$ cat src/core/pspio_defs.svh
`ifndef PSPIO_DEFS_SVH
`define PSPIO_DEFS_SVH

// ---------------------------------------------------------------
// register indices (byte address = 4 * index)
// ---------------------------------------------------------------
`define IDX_DATA_PORT 8'h08
`define IDX_CTRL_PORT 8'h09
`define IDX_DATA_DIR  8'h88
`define IDX_CTRL_STAT 8'h89
`define IDX_ANA_CFG   8'h9F

// ---------------------------------------------------------------
// field positions of control_direction_and_slave_status
// ---------------------------------------------------------------
`define BIT_IN_FULL   7
`define BIT_OUT_FULL  6
`define BIT_OVERFLOW  5
`define BIT_SLAVE_SEL 4

// ---------------------------------------------------------------
// reset values and analog selection
// ---------------------------------------------------------------
`define RST_DATA_DIR  8'hFF
`define RST_CTRL_DIR  3'h7
`define RST_ANA_CFG   3'h0
`define RST_LATCH     8'h00
`define CFG_DIGITAL   3'h7

`endif

$ cat src/core/pspio_pkg.sv
package pspio_pkg;

  // avalon handshake: one wait cycle, then the acknowledge cycle
  typedef enum logic [0:0] {
    BUS_IDLE,
    BUS_ACK
  } bus_state_t;

endpackage

$ cat src/core/pspio.sv
`timescale 1ns/10ps
`default_nettype none
`include "pspio_defs.svh"

module pspio #(
  parameter int PORT_W = 8
) (
  // clock and reset
  input  wire logic        CLK,
  input  wire logic        RESET,
  // avalon-mm slave, byte address
  input  wire logic [9:0]  ADDRESS,
  input  wire logic        READ,
  input  wire logic        WRITE,
  input  wire logic [31:0] WRITEDATA,
  output logic      [31:0] READDATA,
  output logic             WAITREQUEST,
  // data pins
  input  wire logic [7:0]  PD_IN,
  output logic      [7:0]  PD_OUT,
  output logic      [7:0]  PD_OE,
  // control pins: 2 chip select, 1 write, 0 read (all low active)
  input  wire logic [2:0]  PE_IN,
  output logic      [2:0]  PE_OUT,
  output logic      [2:0]  PE_OE
);

  // ---------------------------------------------------------------
  // elaboration check
  // ---------------------------------------------------------------
  generate
    if (PORT_W != 8) begin : g_width_check
      $error("pspio serves an 8-bit data port only");
    end
  endgenerate

  // ---------------------------------------------------------------
  // state
  // ---------------------------------------------------------------
  typedef struct packed {
    pspio_pkg::bus_state_t bus;
    logic                  wreq;
    logic [31:0]           rdata;
    logic [7:0]            out_lat;
    logic [7:0]            in_lat;
    logic [7:0]            pd_dir;
    logic [2:0]            pe_lat;
    logic [2:0]            pe_dir;
    logic                  mode;
    logic                  input_full_flag;
    logic                  output_full_flag;
    logic                  input_overflow_flag;
    logic [2:0]            acfg;
    logic                  wr_act;
    logic                  rd_act;
    logic                  pend;
    logic [7:0]            pd_oe;
    logic [2:0]            pe_oe;
  } state_t;

  state_t q;
  state_t d;

  logic       digital;
  logic       slave_on;
  logic       wr_now;
  logic       rd_now;
  logic       req;
  logic       commit;
  logic [7:0] idx;

  // ---------------------------------------------------------------
  // strobe decode
  // ---------------------------------------------------------------
  assign digital  = (q.acfg == `CFG_DIGITAL);
  assign slave_on = q.mode & digital;
  // strobes count only while chip select is low
  assign wr_now   = slave_on & ~PE_IN[2] & ~PE_IN[1];
  assign rd_now   = slave_on & ~PE_IN[2] & ~PE_IN[0];
  assign req      = READ | WRITE;
  assign commit   = req & (q.bus == pspio_pkg::BUS_ACK);
  assign idx      = ADDRESS[9:2];

  // ---------------------------------------------------------------
  // next state
  // ---------------------------------------------------------------
  always_comb begin
    d = q;
    // ---------------------------------------------------------------
    // bus handshake
    // ---------------------------------------------------------------
    case (q.bus)
      pspio_pkg::BUS_IDLE: begin
        if (req) begin
          d.bus = pspio_pkg::BUS_ACK;
        end
      end
      pspio_pkg::BUS_ACK: begin
        d.bus = pspio_pkg::BUS_IDLE;
      end
      default: begin
        d.bus = pspio_pkg::BUS_IDLE;
      end
    endcase
    d.wreq = (d.bus != pspio_pkg::BUS_ACK);

    // ---------------------------------------------------------------
    // register read
    // ---------------------------------------------------------------
    // read data is prepared in the wait cycle and held for the ack
    if (READ && q.bus == pspio_pkg::BUS_IDLE) begin
      d.rdata = 32'h0;
      case (idx)
        `IDX_DATA_PORT: begin
          // slave mode shows the input latch, else the pins
          d.rdata[7:0] = q.mode ? q.in_lat : PD_IN;
        end
        `IDX_CTRL_PORT: begin
          d.rdata[2:0] = PE_IN & {3{digital}};
        end
        `IDX_DATA_DIR: begin
          d.rdata[7:0] = q.pd_dir;
        end
        `IDX_CTRL_STAT: begin
          // bit 3 stays zero
          d.rdata[7:0] = {q.input_full_flag, q.output_full_flag, q.input_overflow_flag, q.mode,
                          1'b0, q.pe_dir};
        end
        `IDX_ANA_CFG: begin
          d.rdata[2:0] = q.acfg;
        end
        default: begin
          d.rdata = 32'h0;
        end
      endcase
    end

    // ---------------------------------------------------------------
    // register write
    // ---------------------------------------------------------------
    // software side effects at the acknowledge edge
    if (commit && WRITE) begin
      case (idx)
        `IDX_DATA_PORT: begin
          d.out_lat = WRITEDATA[7:0];
          // a write during an external read leaves the flag clear
          if (!rd_now) begin
            d.output_full_flag = 1'b1;
          end
        end
        `IDX_CTRL_PORT: begin
          d.pe_lat = WRITEDATA[2:0];
        end
        `IDX_DATA_DIR: begin
          d.pd_dir = WRITEDATA[7:0];
        end
        `IDX_CTRL_STAT: begin
          d.input_overflow_flag   = WRITEDATA[`BIT_OVERFLOW];
          d.mode   = WRITEDATA[`BIT_SLAVE_SEL];
          d.pe_dir = WRITEDATA[2:0];
        end
        `IDX_ANA_CFG: begin
          d.acfg = WRITEDATA[2:0];
        end
        default: begin
        end
      endcase
    end
    if (commit && READ && idx == `IDX_DATA_PORT && q.mode) begin
      d.input_full_flag = 1'b0;
    end

    // ---------------------------------------------------------------
    // slave link
    // ---------------------------------------------------------------
    // external write: track pins while active, flag two cycles after end
    d.wr_act = wr_now;
    d.rd_act = rd_now;
    if (wr_now) begin
      d.in_lat = PD_IN;
    end
    d.pend = q.wr_act & ~wr_now;
    if (q.pend) begin
      d.input_full_flag = 1'b1;
      if (q.input_full_flag) begin
        d.input_overflow_flag = 1'b1;
      end
    end
    // external read start empties the output buffer
    if (rd_now && !q.rd_act) begin
      d.output_full_flag = 1'b0;
    end

    // ---------------------------------------------------------------
    // mode policy
    // ---------------------------------------------------------------
    // plain i/o mode: full flags held clear, overflow untouched
    if (!d.mode) begin
      d.input_full_flag = 1'b0;
      d.output_full_flag = 1'b0;
    end

    // ---------------------------------------------------------------
    // pin drivers
    // ---------------------------------------------------------------
    if (d.mode) begin
      // strobes alone decide; released one cycle after read ends
      d.pd_oe = {8{rd_now}};
    end else begin
      d.pd_oe = ~d.pd_dir;
    end
    // direction bits rule even for analog or strobe pins
    d.pe_oe = ~d.pe_dir;

    // ---------------------------------------------------------------
    // reset
    // ---------------------------------------------------------------
    if (RESET) begin
      d.bus    = pspio_pkg::BUS_IDLE;
      d.wreq   = 1'b1;
      d.rdata  = 32'h0;
      // latches have no defined value; zero keeps simulation clean
      d.out_lat = `RST_LATCH;
      d.in_lat  = `RST_LATCH;
      d.pe_lat  = 3'h0;
      d.pd_dir = `RST_DATA_DIR;
      d.pe_dir = `RST_CTRL_DIR;
      d.mode   = 1'b0;
      d.input_full_flag    = 1'b0;
      d.output_full_flag    = 1'b0;
      d.input_overflow_flag   = 1'b0;
      d.acfg   = `RST_ANA_CFG;
      d.wr_act = 1'b0;
      d.rd_act = 1'b0;
      d.pend   = 1'b0;
      d.pd_oe  = 8'h00;
      d.pe_oe  = 3'h0;
    end
  end

  always_ff @(posedge CLK) begin
    q <= d;
  end

  // ---------------------------------------------------------------
  // outputs
  // ---------------------------------------------------------------
  assign READDATA    = q.rdata;
  assign WAITREQUEST = q.wreq;
  assign PD_OUT      = q.out_lat;
  assign PD_OE       = q.pd_oe;
  assign PE_OUT      = q.pe_lat;
  assign PE_OE       = q.pe_oe;
endmodule
`default_nettype wire

$ cat config.mk
export PLATFORM = sky130hd
export DESIGN_NAME = pspio
export DESIGN_NICKNAME = d
export VERILOG_FILES = /design/src/core/pspio_pkg.sv /design/src/core/pspio.sv
export VERILOG_INCLUDE_DIRS = /design/src /design/src/core
export SDC_FILE = /design/constraint.sdc
export NUM_CORES = 1
export LEC_CHECK = 0
export ABC_AREA = 1
export BUFFER_PORTS_ARGS = -buffer_cell sky130_fd_sc_hd__buf_4
export CORE_UTILIZATION = 40
export DETAILED_ROUTE_END_ITERATION = 7
export PLACE_DENSITY = 0.67
export SLEW_MARGIN = 20
export SYNTH_ARGS = -nofsm -noshare
export SYNTH_HDL_FRONTEND = slang
export SYNTH_SLANG_ARGS = --single-unit
$ cat constraint.sdc
create_clock -name CLK -period 1.65 [get_ports CLK]
set_input_delay 0.33 -clock CLK [delete_from_list [all_inputs] [get_ports CLK]]
set_output_delay 0.33 -clock CLK [all_outputs]
set_load 0.03 [all_outputs]
======== Word-level counts from Yosys, hierarchy flattened ========
Cells that the tools add are included.
word-level totals
  register bits ........................... 61
  bits of input ports ..................... 57
  output and inout port bits .............. 55
  word-level logic and storage cells ...... 73
operators by class
  equality and inequality tests ........... 6
  mux-type cells .......................... 17
  bitwise gates (word level) .............. 18
  reduce and logical (&&, ||, !) cells .... 14
operators with widths
  operator                                             count
  equality test 8 bit, second input constant           3
  2-to-1 mux 8 bit                                     3
  equality test 8 x 4 -> 1 bit, second input constant  2
  2-to-1 mux 15 bit                                    1
  case mux 3 bit (5 select lines)                      1
  case mux 5 bit (3 select lines)                      1
  2-to-1 mux 4 bit                                     2
  NOT 1 bit                                            8
  NOT 8 bit                                            1
  bitwise AND 1 bit                                    6
  logical AND 1 bit                                    6
  2-to-1 mux 1 bit                                     6
  2-to-1 mux 3 bit                                     2
  AND reduction 2 bit                                  3
  bitwise AND 3 bit                                    1
  equality test 3 bit, second input constant           1
  NOT 3 bit                                            1
  AND reduction 3 bit                                  1
  OR reduction 3 bit                                   1
  case mux 1 bit (2 select lines)                      1
  nonzero test 2 bit                                   1
  OR reduction 2 bit                                   1
  zero test 1 bit                                      1
  bitwise OR 1 bit                                     1

======== Longest topological paths before layout ========
  depth after elaboration ................. 7
  mapped depth ............................ 9
  depth with buffers taken out ............ 9

======== Worst setup path after synthesis ========
No wires, ideal clock.
  path type ............................... input -> register
  from .................................... input port ADDRESS[4]
  to ...................................... register q (netlist bit PD_OE[0])
  library setup time ...................... 0.116 ns
  data arrival time ....................... 1.130 ns
  data required time ...................... 1.534 ns
  setup slack ............................. 0.403 ns
  stages .................................. 8
  path buffers ............................ 0
  cells stage by stage .................... inv_1 -> nand2_2 -> nor2_4 -> nand3_4 -> nand2_1 -> nand2_2 -> nand3_1 -> nand2_1
between the ends
  longest elaborated chain between the ends .. 5
  elaborated cells between the ends (all ways) .. 7
  classes of those cells .................. 2 x eq/ne; 4 x mux; 1 x bitwise
RTL lines
  element                RTL line      RTL
  from (decl)            pspio.sv:12   input wire logic [9:0] ADDRESS,
  equality test 8 bit    pspio.sv:143  case (idx)
  2-to-1 mux 8 bit       pspio.sv:143
  2-to-1 mux 15 bit (*)  pspio.sv:142  if (commit && WRITE) begin
  NOT 8 bit              pspio.sv:210  d.pd_oe = ~d.pd_dir;
  2-to-1 mux 8 bit (*)   pspio.sv:206  if (d.mode) begin
  to (signal assigned)   pspio.sv:242  q <= d;
  to (decl)              pspio.sv:61   state_t q;
Mark *: on every way between the ends. The rest lies on a longest branch, timed or not.
A chain may end at the register's enable or synchronous reset.

======== Final worst setup path ========
  from .................................... register q[15] in the netlist's numbering
  to ...................................... register q[40] in the netlist's numbering
between the ends
  longest elaborated chain between the ends .. 4
RTL lines
  element                               RTL line     RTL
  equality test 3 bit (no source line)  -
  bitwise AND 1 bit                     pspio.sv:76  assign slave_on = q.mode & digital;
  bitwise AND 1 bit (2 in series)       pspio.sv:78  assign wr_now = slave_on & ~PE_IN[2] & ~PE_IN[1];
No other way between the ends.

==> results.sh <==
export IMPL_antenna_found_initial=0
export IMPL_setup_slack_ns=0.289
export IMPL_num_vias=2493
export IMPL_rows=31
export IMPL_reg2reg_depth=5
export IMPL_drtIter0Drc=109
export IMPL_final_hold_viol_count=0
export IMPL_ctsHtreeMaxLevel=3
export IMPL_fin_skew_ns=0.00278
export IMPL_syn_cell_area_um2=3120
export IMPL_first_global_vias=2298
export IMPL_async_reset_ff_frac=0
export IMPL_fill_cells=760
export IMPL_grt_max_degree=36
export IMPL_postCtsSetupBuffers=0
export IMPL_overflow=0
export IMPL_layout_drive_gt1_share=0.253
export IMPL_io_buffers=61
export IMPL_numCtsBuffers=9
export IMPL_status="finished, final reports clean"
export IMPL_final_nets=512
export IMPL_cts_root_buf="clkbuf_8"
export IMPL_start_util=0.421
export IMPL_seq_area_um2=1220
export IMPL_synth_common_cells="nand2_1, dfxtp_1, buf_4"
export IMPL_fin_tns_setup_ns=0
export IMPL_synth_edf_count=0
export IMPL_drc=0
export IMPL_areaGrowthSynthToFinish_pct=15.5
export IMPL_ys_ff_latch=61
export IMPL_post_cts_resized=0
export IMPL_fin_area_um2=3600
export IMPL_clk_path_buf_depth=2
export IMPL_rsz0062_at_grt="no"
export IMPL_synth_avg_cell_area_um2=7.50
export IMPL_ys_types=28
export IMPL_pin_count=112
export IMPL_drtAntennaViolNets=0
export IMPL_setup_viol=0
export IMPL_syn_instance_count=416
export IMPL_dieArea_um2=8160
export IMPL_p_per_area_nw_per_um2=871
export IMPL_chipHeight_um=90.3
export IMPL_hold_buffers=0
export IMPL_synth_ff_type="dfxtp_1"
export IMPL_cts_sinks=61
export IMPL_cts_tree="built"
export IMPL_critPathArrivalTime_ns=1.58
export IMPL_crit_fanout=9
export IMPL_clk_pin_slew_ns=0.06
export IMPL_clock_latency_ns=0.34
export IMPL_post_dp_cell_area_um2=3410
export IMPL_dp_slack_ns=0.134
export IMPL_fmax_mhz=735
export IMPL_critical_path_required_ns=1.87
export IMPL_wirelength_um=6500
export IMPL_crit_type="reg -> reg"
export IMPL_track_usage=0.172
export IMPL_ir_drop_mv=0.496
export IMPL_synth_most_common_cell="nand2_1"
export IMPL_startpoint_type="flop"
export IMPL_yosysSeqAreaShare=0.391
export IMPL_multiInputGateArea_um2=1310
export IMPL_instances_no_fill=557
export IMPL_p_leak_nw=1.81
export IMPL_period_share=0.825
export IMPL_drtPass1Iterations=4
export IMPL_period_needed_ns=1.36
export IMPL_hold_depth=3
export IMPL_hp_class="in -> reg"
export IMPL_power_mw=3.14
export IMPL_n_antenna_cell=0
export IMPL_coreArea_um2=7410
export IMPL_wire_per_inst_um=11.7
export IMPL_finish_utilization=0.487
export IMPL_synth_top_cell_area_share=0.391
export IMPL_cap_viol_max_count=0
export IMPL_fp_dieW_um=90.3
export IMPL_yosys_warnings=0
export IMPL_whs_ns=0.198
export IMPL_viasPerCell=4.48
export IMPL_grt_pass1_wl_um=11000
export IMPL_synth_area_top_cells="dfxtp_1, buf_4, nand2_1"
export IMPL_synth_top_area_cell="dfxtp_1"
export IMPL_drv_slew=0
export IMPL_crit_path_end_kind="flop"
export IMPL_dp_hpwl_um=4790
export IMPL_dp_cells=543
export IMPL_gp_congestion=0.819
final cells by class:
cell class | instances | area share
multi-input combinational | 262 | 0.363
tap | 99 | 0.0344
inverter | 48 | 0.0500
clock inverter | 1 | 0.00833
clock buffer | 13 | 0.0469
sequential | 61 | 0.339
timing repair buffer | 73 | 0.159
kinds of logic after synthesis:
logic type	synth area share
compound gates	0.107
buf+inv	0.218
flops	0.391
other cells	0.00120
simple gates	0.283
worst max-delay path, stage by stage (launching register included):
cell and delay, ns:
dfxtp_1 0.36, nand3_1 0.18, nor3_4 0.22, nand2_1 0.25
nand3_1 0.14, o21ai_0 0.09
cells in the final DEF, fill, tap and decap left out:
master,instances
dfxtp_1,61
nand2_1,74
nand2_4,2
o21ai_2,8
nand3_2,2
nor2_4,2
nor3_4,1
nand3_1,48
nor2_8,3
o21ai_1,2
inv_1,43
nor3_1,1
nand4_1,2
clkbuf_8,12
nor2_2,1
o21ai_0,30
conb_1,24
buf_4,71
buf_12,2
nand3_4,2
clkbuf_1,1
nor2_1,34
a21oi_1,19
and3_1,1
a21boi_0,1
inv_2,5
nand2_2,4
nand3b_1,1
bufinv_16,1
state kept, by name, summed over array words and instances, names as in the netlist:
register / flops
PE_OUT: 3
q: 30
PD_OE: 8
PD_OUT: 8
READDATA: 8
WAITREQUEST: 1
PE_OE: 3
where the power goes:
part / total, mW / internal (mW) / leakage (nW) / switching [mW]
clock: 1.35 / 0.805 / 0.102 / 0.544
combinational: 0.303 / 0.0933 / 1.22 / 0.209
sequential: 1.49 / 1.48 / 0.493 / 0.00520
total: 3.14 / 2.38 / 1.81 / 0.758
final timing paths:
check,startpoint,end,slack [ns]
worst max-delay path,q[15],q[40],0.29
worst max register to register,q[15],q[40],0.29
worst min-delay path,PD_IN[2],q[37],0.20
worst min register to register,q[13],q[11],0.44
layer usage:
layer	up-vias	GRT usage	routed length (um)
met2	69	0.261	2900
met1	1100	0.225	3140
li1	1317	-	-
met4	0	0.0444	57
met5	-	0	0
met3	7	0.0699	403
(Power assumes the default switching activity.)
